File: src/hdl/crps_params.svh
`ifndef CRPS_PARAMS_SVH
`define CRPS_PARAMS_SVH

`define CRPS_CLK_HZ        50000000
`define CRPS_MS_PER_S      1000
`define CRPS_PG_TIMEOUT_MS 1000

`define CRPS_AW            4
`define CRPS_DW            32
`define CRPS_OFF_CTRL      4'h0
`define CRPS_OFF_STAT      4'h4
`define CRPS_OFF_IRQ       4'h8
`define CRPS_OFF_MASK      4'hc

`define CRPS_CTRL_RUN      0
`define CRPS_CTRL_RETRY    1
`define CRPS_CTRL_RST      1'h0

`define CRPS_NUM_EV        4
`define CRPS_EV_PG_UP      0
`define CRPS_EV_TIMEOUT    1
`define CRPS_EV_PG_LOST    2
`define CRPS_EV_SUP_LOST   3
`define CRPS_EV_RST        4'h0

`define CRPS_NUM_SYNC      6
`define CRPS_S_V5_OK       0
`define CRPS_S_VIN_OK      1
`define CRPS_S_SUSP_N      2
`define CRPS_S_PG          3
`define CRPS_S_S2RAM       4
`define CRPS_S_S2DISK      5

`define CRPS_STAT_W        10

`endif

File: src/hdl/crps_pkg.sv
package crps_pkg;

  typedef enum logic [3:0] {
    CRPS_OFF   = 4'h1,
    CRPS_RAMP  = 4'h2,
    CRPS_ON    = 4'h4,
    CRPS_FAULT = 4'h8
  } crps_state_t;

endpackage

File: src/hdl/crps_sync3.sv
`timescale 1ns/1ns
module crps_sync3 #(
  parameter int WIDTH = 1
) (
  input  wire logic             core_clk_i,
  input  wire logic             rst_i,
  input  wire logic [WIDTH-1:0] async_i,
  output logic      [WIDTH-1:0] sync_o
);

  logic [WIDTH-1:0] ff1_reg;
  logic [WIDTH-1:0] ff2_reg;
  logic [WIDTH-1:0] ff3_reg;
  logic [WIDTH-1:0] out_reg;
  logic [WIDTH-1:0] agree;

  // a change is taken only once the second and third stage agree
  assign agree = ~(ff2_reg ^ ff3_reg);

  always_ff @(posedge core_clk_i) begin
    if (rst_i) begin
      ff1_reg <= '0;
      ff2_reg <= '0;
      ff3_reg <= '0;
      out_reg <= '0;
    end else begin
      ff1_reg <= async_i;
      ff2_reg <= ff1_reg;
      ff3_reg <= ff2_reg;
      out_reg <= (ff2_reg & agree) | (out_reg & ~agree);
    end
  end

  assign sync_o = out_reg;

endmodule

File: src/hdl/crps_timer.sv
`timescale 1ns/1ns
module crps_timer #(
  parameter int CYCLES = 50000000
) (
  input  wire logic core_clk_i,
  input  wire logic rst_i,
  input  wire logic run_i,
  output logic      expired_o
);

  localparam int CW = $clog2(CYCLES + 1);
  localparam logic [CW-1:0] LIMIT = CW'(CYCLES);

  logic [CW-1:0] cnt_reg;
  logic [CW-1:0] cnt_next;

  // counter parks at the limit so expiry stays a level until run drops
  assign expired_o = (cnt_reg == LIMIT);
  assign cnt_next  = !run_i ? '0 : (expired_o ? cnt_reg : cnt_reg + CW'(1));

  always_ff @(posedge core_clk_i) begin
    if (rst_i) begin
      cnt_reg <= '0;
    end else begin
      cnt_reg <= cnt_next;
    end
  end

endmodule

File: src/hdl/crps_ctrl.sv
// Added by the designer: the register addresses and the APB register port.
`timescale 1ns/1ns
`include "crps_params.svh"

// Operation
// the module runs its core regulator exactly while regulator_enable is high.
// regulator_enable is derived from the suspend plane control so the regulator drops in suspend.
// regulator_enable rises only when the switched 5 V and input supply monitors both report good.
// the module raises regulator_power_good once the core supply is at target and stable.
// platform_power_ok is issued only while regulator_power_good is seen high.
// if power-good is not seen within 1 s of enabling, regulator_enable is withdrawn.
// power-good decides which power inputs are applied to the module.
// the cache supply plane is off during suspend-to-RAM and suspend-to-disk.
// the suspend plane control removes the processor, cache, bridge and regulator planes.
// the module holds power-good low while regulator_enable is low.
module crps_ctrl #(
  parameter int TIMEOUT_CYCLES = `CRPS_PG_TIMEOUT_MS * (`CRPS_CLK_HZ / `CRPS_MS_PER_S)
) (
  input  wire logic                core_clk_i,
  input  wire logic                rst_i,
  input  wire logic [`CRPS_AW-1:0] paddr_i,
  input  wire logic                psel_i,
  input  wire logic                penable_i,
  input  wire logic                pwrite_i,
  input  wire logic [`CRPS_DW-1:0] pwdata_i,
  output logic      [`CRPS_DW-1:0] prdata_o,
  output logic                     pready_o,
  output logic                     pslverr_o,
  output logic                     irq_o,
  input  wire logic                switched_5v_ok_i,
  input  wire logic                input_supply_ok_i,
  input  wire logic                suspend_plane_control_n_i,
  input  wire logic                suspend_to_ram_i,
  input  wire logic                suspend_to_disk_i,
  input  wire logic                regulator_power_good_i,
  output logic                     regulator_enable_o,
  output logic                     platform_power_ok_o,
  output logic                     core_input_plane_en_o,
  output logic                     cache_supply_en_o
);

  function automatic logic addr_is(input logic [`CRPS_AW-1:0] a,
                                   input logic [`CRPS_AW-1:0] off);
    addr_is = (a == off);
  endfunction

  // pin monitors, each through the three-stage synchroniser
  logic [`CRPS_NUM_SYNC-1:0] pins_raw;
  logic [`CRPS_NUM_SYNC-1:0] pins_s;

  assign pins_raw[`CRPS_S_V5_OK]  = switched_5v_ok_i;
  assign pins_raw[`CRPS_S_VIN_OK] = input_supply_ok_i;
  assign pins_raw[`CRPS_S_SUSP_N] = suspend_plane_control_n_i;
  assign pins_raw[`CRPS_S_PG]     = regulator_power_good_i;
  assign pins_raw[`CRPS_S_S2RAM]  = suspend_to_ram_i;
  assign pins_raw[`CRPS_S_S2DISK] = suspend_to_disk_i;

  crps_sync3 #(
    .WIDTH (`CRPS_NUM_SYNC)
  ) u_sync (
    .core_clk_i (core_clk_i),
    .rst_i      (rst_i),
    .async_i    (pins_raw),
    .sync_o     (pins_s)
  );

  logic v5_ok_s;
  logic vin_ok_s;
  logic susp_n_s;
  logic pg_s;
  logic s2ram_s;
  logic s2disk_s;

  assign v5_ok_s  = pins_s[`CRPS_S_V5_OK];
  assign vin_ok_s = pins_s[`CRPS_S_VIN_OK];
  assign susp_n_s = pins_s[`CRPS_S_SUSP_N];
  assign pg_s     = pins_s[`CRPS_S_PG];
  assign s2ram_s  = pins_s[`CRPS_S_S2RAM];
  assign s2disk_s = pins_s[`CRPS_S_S2DISK];

  // APB slave: zero wait states, error on unmapped offsets
  logic                     setup_ph;
  logic                     access_ph;
  logic                     hit;
  logic                     wr_ctrl;
  logic                     wr_irq;
  logic                     wr_mask;
  logic [`CRPS_DW-1:0]      rd_mux;
  logic [`CRPS_DW-1:0]      prdata_reg;
  logic [`CRPS_DW-1:0]      prdata_next;

  assign setup_ph  = psel_i & ~penable_i;
  assign access_ph = psel_i & penable_i;
  assign hit       = addr_is(paddr_i, `CRPS_OFF_CTRL) | addr_is(paddr_i, `CRPS_OFF_STAT) |
                     addr_is(paddr_i, `CRPS_OFF_IRQ)  | addr_is(paddr_i, `CRPS_OFF_MASK);
  assign pready_o  = 1'b1;
  assign pslverr_o = access_ph & ~hit;
  assign wr_ctrl   = access_ph & pwrite_i & addr_is(paddr_i, `CRPS_OFF_CTRL);
  assign wr_irq    = access_ph & pwrite_i & addr_is(paddr_i, `CRPS_OFF_IRQ);
  assign wr_mask   = access_ph & pwrite_i & addr_is(paddr_i, `CRPS_OFF_MASK);

  // control: run level and a write-one retry pulse that leaves the fault state
  logic run_reg;
  logic run_next;
  logic retry;

  assign run_next = wr_ctrl ? pwdata_i[`CRPS_CTRL_RUN] : run_reg;
  assign retry    = wr_ctrl & pwdata_i[`CRPS_CTRL_RETRY];

  // sequencing
  crps_pkg::crps_state_t state_reg;
  crps_pkg::crps_state_t state_next;
  logic                  supplies_ok;
  logic                  go;
  logic                  tmr_exp;
  logic                  in_ramp;
  logic                  in_on;

  assign supplies_ok = v5_ok_s & vin_ok_s;
  assign go          = run_reg & susp_n_s & supplies_ok;
  assign in_ramp     = (state_reg == crps_pkg::CRPS_RAMP);
  assign in_on       = (state_reg == crps_pkg::CRPS_ON);

  crps_timer #(
    .CYCLES (TIMEOUT_CYCLES)
  ) u_timer (
    .core_clk_i (core_clk_i),
    .rst_i      (rst_i),
    .run_i      (in_ramp),
    .expired_o  (tmr_exp)
  );

  always_comb begin
    state_next = state_reg;
    unique case (state_reg)
      crps_pkg::CRPS_OFF: begin
        if (go) begin
          state_next = crps_pkg::CRPS_RAMP;
        end
      end
      crps_pkg::CRPS_RAMP: begin
        if (!go) begin
          state_next = crps_pkg::CRPS_OFF;
        end else if (pg_s) begin
          state_next = crps_pkg::CRPS_ON;
        end else if (tmr_exp) begin
          state_next = crps_pkg::CRPS_FAULT;
        end
      end
      crps_pkg::CRPS_ON: begin
        if (!go) begin
          state_next = crps_pkg::CRPS_OFF;
        end else if (!pg_s) begin
          state_next = crps_pkg::CRPS_FAULT;
        end
      end
      crps_pkg::CRPS_FAULT: begin
        // stays off until software asks again, so a dead regulator is not hammered
        if (retry || !run_reg) begin
          state_next = crps_pkg::CRPS_OFF;
        end
      end
      default: begin
        state_next = crps_pkg::CRPS_OFF;
      end
    endcase
  end

  // events
  logic [`CRPS_NUM_EV-1:0] ev;

  assign ev[`CRPS_EV_PG_UP]    = in_ramp & go & pg_s;
  assign ev[`CRPS_EV_TIMEOUT]  = in_ramp & go & ~pg_s & tmr_exp;
  assign ev[`CRPS_EV_PG_LOST]  = in_on & go & ~pg_s;
  assign ev[`CRPS_EV_SUP_LOST] = (in_ramp | in_on) & run_reg & susp_n_s & ~supplies_ok;

  logic [`CRPS_NUM_EV-1:0] irq_stat_reg;
  logic [`CRPS_NUM_EV-1:0] irq_stat_next;
  logic [`CRPS_NUM_EV-1:0] irq_mask_reg;
  logic [`CRPS_NUM_EV-1:0] irq_mask_next;
  logic [`CRPS_NUM_EV-1:0] irq_clr;

  // a new event beats a write-one clear in the same cycle
  assign irq_clr       = wr_irq ? pwdata_i[`CRPS_NUM_EV-1:0] : '0;
  assign irq_stat_next = (irq_stat_reg & ~irq_clr) | ev;
  assign irq_mask_next = wr_mask ? pwdata_i[`CRPS_NUM_EV-1:0] : irq_mask_reg;
  assign irq_o         = |(irq_stat_reg & irq_mask_reg);

  // pin outputs
  logic power_ok_reg;
  logic power_ok_next;
  logic cache_en_reg;
  logic cache_en_next;

  // power-ok only while power-good was seen a cycle earlier, dropped one clock after its loss
  assign power_ok_next = (state_next == crps_pkg::CRPS_ON) & pg_s;
  assign cache_en_next = susp_n_s & ~(s2ram_s | s2disk_s);

  assign regulator_enable_o    = in_ramp | in_on;
  assign core_input_plane_en_o = in_on;
  assign platform_power_ok_o   = power_ok_reg;
  assign cache_supply_en_o     = cache_en_reg;

  // read data is captured in the setup cycle and stands through the access cycle
  logic [`CRPS_STAT_W-1:0] status;

  assign status = {power_ok_reg, regulator_enable_o, susp_n_s, vin_ok_s, v5_ok_s, pg_s, state_reg};
  assign rd_mux = addr_is(paddr_i, `CRPS_OFF_CTRL) ? `CRPS_DW'(run_reg) :
                  addr_is(paddr_i, `CRPS_OFF_STAT) ? `CRPS_DW'(status) :
                  addr_is(paddr_i, `CRPS_OFF_IRQ)  ? `CRPS_DW'(irq_stat_reg) :
                  addr_is(paddr_i, `CRPS_OFF_MASK) ? `CRPS_DW'(irq_mask_reg) : '0;
  assign prdata_next = (setup_ph & ~pwrite_i) ? rd_mux : prdata_reg;
  assign prdata_o    = prdata_reg;

  always_ff @(posedge core_clk_i) begin
    if (rst_i) begin
      state_reg    <= crps_pkg::CRPS_OFF;
      run_reg      <= `CRPS_CTRL_RST;
      irq_stat_reg <= `CRPS_EV_RST;
      irq_mask_reg <= `CRPS_EV_RST;
      power_ok_reg <= 1'b0;
      cache_en_reg <= 1'b0;
      prdata_reg   <= '0;
    end else begin
      state_reg    <= state_next;
      run_reg      <= run_next;
      irq_stat_reg <= irq_stat_next;
      irq_mask_reg <= irq_mask_next;
      power_ok_reg <= power_ok_next;
      cache_en_reg <= cache_en_next;
      prdata_reg   <= prdata_next;
    end
  end

  a_en_after_supply:
    assert property (@(posedge core_clk_i) disable iff (rst_i)
      $rose(regulator_enable_o) |-> $past(v5_ok_s) && $past(vin_ok_s))
    else $error("regulator enabled without good supplies");

  a_en_follows_susp:
    assert property (@(posedge core_clk_i) disable iff (rst_i)
      !susp_n_s |=> !regulator_enable_o)
    else $error("regulator enable held during suspend");

  a_pok_needs_pg:
    assert property (@(posedge core_clk_i) disable iff (rst_i)
      platform_power_ok_o |-> $past(pg_s) && regulator_enable_o)
    else $error("power ok without power good");

  a_pok_drops_fast:
    assert property (@(posedge core_clk_i) disable iff (rst_i)
      $fell(pg_s) && platform_power_ok_o |=> !platform_power_ok_o)
    else $error("power ok held after power good loss");

  a_timeout_drop:
    assert property (@(posedge core_clk_i) disable iff (rst_i)
      in_ramp && go && tmr_exp && !pg_s ##1 !pg_s |-> !regulator_enable_o [*2])
    else $error("regulator enable not withdrawn on timeout");

  a_inputs_by_pg:
    assert property (@(posedge core_clk_i) disable iff (rst_i)
      $rose(core_input_plane_en_o) |-> $past(pg_s) && regulator_enable_o)
    else $error("module inputs applied without power good");

  a_cache_off_susp:
    assert property (@(posedge core_clk_i) disable iff (rst_i)
      (s2ram_s || s2disk_s) |=> !cache_supply_en_o)
    else $error("cache supply on in suspend to ram or disk");

  a_planes_susp:
    assert property (@(posedge core_clk_i) disable iff (rst_i)
      !susp_n_s |=> !cache_supply_en_o && !core_input_plane_en_o && !platform_power_ok_o)
    else $error("planes left on under suspend control");

  // sequencing and event record checks
  a_supply_loss_drop:
    assert property (@(posedge core_clk_i) disable iff (rst_i)
      !supplies_ok |=> !regulator_enable_o)
    else $error("regulator enable held after supply loss");

  a_en_rise_awake:
    assert property (@(posedge core_clk_i) disable iff (rst_i)
      $rose(regulator_enable_o) |-> $past(susp_n_s) && $past(run_reg))
    else $error("regulator enabled in suspend or while stopped");

  a_run_gates_en:
    assert property (@(posedge core_clk_i) disable iff (rst_i)
      !run_reg |=> !regulator_enable_o)
    else $error("regulator enable held while run is clear");

  a_fault_holds:
    assert property (@(posedge core_clk_i) disable iff (rst_i)
      (state_reg == crps_pkg::CRPS_FAULT) && !retry && run_reg |=>
        (state_reg == crps_pkg::CRPS_FAULT) && !regulator_enable_o)
    else $error("fault state left without a retry");

  a_pok_only_on:
    assert property (@(posedge core_clk_i) disable iff (rst_i)
      platform_power_ok_o |-> in_on)
    else $error("power ok outside the on state");

  a_cache_on_awake:
    assert property (@(posedge core_clk_i) disable iff (rst_i)
      susp_n_s && !s2ram_s && !s2disk_s |=> cache_supply_en_o)
    else $error("cache supply off while awake");

  a_pg_up_logged:
    assert property (@(posedge core_clk_i) disable iff (rst_i)
      in_ramp && go && pg_s |=> irq_stat_reg[`CRPS_EV_PG_UP])
    else $error("power good event not recorded");

  a_timeout_logged:
    assert property (@(posedge core_clk_i) disable iff (rst_i)
      in_ramp && go && !pg_s && tmr_exp |=> irq_stat_reg[`CRPS_EV_TIMEOUT])
    else $error("timeout event not recorded");

  a_pg_lost_logged:
    assert property (@(posedge core_clk_i) disable iff (rst_i)
      in_on && go && !pg_s |=> irq_stat_reg[`CRPS_EV_PG_LOST])
    else $error("power good loss not recorded");

  a_stat_sticky:
    assert property (@(posedge core_clk_i) disable iff (rst_i)
      1'b1 |=> ($past(irq_stat_reg) & ~$past(irq_clr) & ~irq_stat_reg) == '0)
    else $error("status bit lost without a clear");

  // helper: cycles the enable has stood without synchronised power-good
  logic [31:0] pg_wait_reg;
  logic [31:0] pg_wait_next;

  assign pg_wait_next = (regulator_enable_o & ~pg_s) ? pg_wait_reg + 32'h1 : '0;

  always_ff @(posedge core_clk_i) begin
    if (rst_i) begin
      pg_wait_reg <= '0;
    end else begin
      pg_wait_reg <= pg_wait_next;
    end
  end

  a_pg_wait_bound:
    assert property (@(posedge core_clk_i) disable iff (rst_i)
      pg_wait_reg <= 32'(TIMEOUT_CYCLES) + 32'h1)
    else $error("regulator enable held too long without power good");

endmodule

File: config.mk
export PLATFORM = sky130hd
export DESIGN_NAME = crps_ctrl
export DESIGN_NICKNAME = d
export VERILOG_FILES = /design/src/hdl/crps_pkg.sv /design/src/hdl/crps_sync3.sv /design/src/hdl/crps_timer.sv /design/src/hdl/crps_ctrl.sv
export VERILOG_INCLUDE_DIRS = /design/src /design/src/hdl
export SDC_FILE = /design/constraint.sdc
export NUM_CORES = 1
export LEC_CHECK = 0
export BUFFER_PORTS_ARGS = -buffer_cell sky130_fd_sc_hd__clkbuf_2
export CORE_UTILIZATION = 52
export DETAILED_ROUTE_END_ITERATION = 8
export PLACE_DENSITY = 0.79
export SLEW_MARGIN = 20
export SYNTH_ARGS = -nofsm -noshare
export SYNTH_HDL_FRONTEND = slang
export SYNTH_SLANG_ARGS = --single-unit
File: constraint.sdc
create_clock -name core_clk_i -period 1.8 [get_ports core_clk_i]
set_input_delay 0.18 -clock core_clk_i [delete_from_list [all_inputs] [get_ports core_clk_i]]
set_output_delay 0.18 -clock core_clk_i [all_outputs]
set_load 0.05 [all_outputs]
==> flow_summary.toml <==
[status]
status = "finished clean"

[worst_setup_path]
r2r_end = "u_timer.cnt_reg[19]"
r2r_start = "u_timer.cnt_reg[3]"
critPathMaxFanout = 5
end_kind = "primary output"
worstSetupStartpointType = "register"
path_class = "reg2out"
cp.arrival_ps = 1530
reg2regPathDepth = 4
r2r_setup_slack_ps = 120
worstPathRequired_ps = 1620

[cts]
cts_root_buf = "clkbuf_8"
cts_sinks = 75
tritoncts = "built"
clk_pin_slew_ps = 90
htreeDepth = 3
cts_buffer_depth = 2
cts-hold-fix-buffers = 0
insertion_delay_ps = 360
cts_buffers = 9

[sta]
setup-violations-final = 0
timing.final.crit_share_pct = 94.8
finalSetupTns_ps = 0
fmax_mhz = 586
period_minus_slack_ps = 1710
rsz0062_at_grt = "no"
fin_skew_ps = 11.5
finalHoldViolCount = 0
maxSlewViolCount = 0

[pwr]
powerDensity_nw_per_um2 = 863
static-leakage-power_uw = 0.00146
ir_worst_vdd_v = 0.000585

[die]
die_x_um = 81.9
dieArea_um2 = 6710
pin_count = 86
core_um2 = 6030
die_y_um = 81.9
num_rows = 28
start_util_pct = 55.1

[routing]
first_pass_iters = 4
drcViolationCount = 0
routed_via_density = 5.58
drt-total-wl_um = 6740
drtAntennaViolNets = 0
via_count = 2733
wl_per_cell_um = 13.7
drt_iter0_drc = 201

[synthesis]
yosysSeqAreaShare_pct = 45.2
synth_area_per_cell_um2 = 9.05
ys_ff_latch = 75
syn_area_um2 = 3320
syn-instance-count = 367
yosysUniqueCellTypes = 53
async_reset_ff_share_pct = 0
yosysWarnings = 0
synth_top_flop_cell = "dfxtp_1"
synth_edf_count = 0

[cells_and_area]
fin_nets = 459
area_delta_synth_final_pct = 13.9
final_area_um2 = 3780
drive_above_1_share_pct = 19.8
largest_reg_flops = 26
multi_input_area_um2 = 1660
regArea_um2 = 1500
n_antenna_cell = 0
fillCellCount = 514

[run]
maxCapViolCount = 0

[min_path]
holdCritStartpoint = "input_supply_ok_i"
worstHoldPathCells = 2
hold_path.class = "in2reg"
hold_path_end = "u_sync.ff1_reg[1]"

[global_route]
grt_usage_pct = 21.9
grt_max_degree = 36
antenna_found_initial = 0
grt_pass1_vias = 2564
grt_pass1_wl_um = 11100
grt_overflow = 0

[placed_design]
dp_hpwl_um = 4880
post_dp_cell_area_um2 = 3550
gp_congestion = 0.859
portBuffers = 34
what timing repair did:
item	CTS	global route
gates resized for setup	0	7
endpoints found under the setup margin	0	9
buffers inserted	0	0
power breakdown:
group          switching, µW  internal [µW]
Sequential              7.38           1670
Clock                    712            681
Combinational            155           34.9
per-layer routing:
layer  part of all wire [%]  vias up  global-route usage [%]
li1                       -     1358                       -
met1                     44     1282                    26.1
met2                     50       84                    36.2
met3                    4.8        9                    5.89
met4                    1.3        0                    10.4
met5                      0        -                       0
synth_stat cells (9+ instances only):
cell type	count	area (µm²)
nand2_1	21	78.8
dfxtp_1	75	1500
a21oi_1	22	110
nor2b_1	19	119
inv_1	9	33.8
nand3_1	16	80.1
and3_1	9	56.3
a22oi_1	12	90.1
clkbuf_1	12	45.0
nor2_1	32	120
buf_4	23	173
o21ai_0	13	65.1
cell families after synthesis:
group           synth area share, %
compound gates                 14.0
simple gates                   24.9
other cells                   0.226
flops                          45.2
buf+inv                        8.21
xor+xnor                       2.90
mux                            3.80
fa+ha+maj                     0.753
cell usage in the layout (no fill, tap or decap), types with 4 or more instances in the layout:
master    count
and3_1        9
clkbuf_2     33
a22oi_1      12
nor2_1       32
nand4_1       8
nor2b_1      19
inv_1         9
xor2_1        7
buf_4        16
xnor2_1       4
nor4_1        4
clkbuf_8      9
nor3_1        5
nand2_1      20
conb_1       23
dfxtp_1      74
mux2i_1       7
a21oi_1      22
or4_1         8
o31ai_1       8
o21ai_0      13
or3_1         4
nand3_1      16
per-stage QoR:
| step | instances | worst slack, ps | util [%] | power [µW] | hold slack (ps) |
|---|---|---|---|---|---|
| floorplan | 388 | 170 | - | 1910 | 308 |
| global placement | 474 | 156 | 59.0 | 1910 | 389 |
| detailed placement | 474 | 101 | 59.0 | 1910 | 393 |
| CTS | 490 | 28.2 | 62.5 | 3300 | 11.0 |
| global route | 490 | 3.88 | 62.8 | 3380 | 26.0 |
| finish | 490 | 92.8 | 62.8 | 3270 | 16.8 |
worst max-delay path by stage:
stage | start | endpoint | slack, ps | depth (start not counted)
floorplan | u_timer.cnt_reg[1] | u_timer.cnt_reg[16] | 170 | 5
global placement | u_timer.cnt_reg[0] | u_timer.cnt_reg[16] | 160 | 5
detailed placement | u_timer.cnt_reg[0] | u_timer.cnt_reg[20] | 100 | 5
CTS | state_reg[1] | regulator_enable_o | 30 | 4
global route | u_timer.cnt_reg[0] | irq_stat_reg[1] | 4 | 7
finish | state_reg[1] | regulator_enable_o | 90 | 4
area by class of cell:
class,instances,area share [%]
multi-input combinational,266,43.7
sequential,75,39.7
timing repair buffer,49,7.54
clock buffer,9,3.27
tap,75,2.48
clock inverter,7,2.38
inverter,9,0.893
critical path: stages (launching register included):
cell,delay (ps)
dfxtp_1,330
buf_4,150
xor2_1,200
and3_1,260
buf_4,230
No activity file was read; power rests on OpenSTA's default activity.
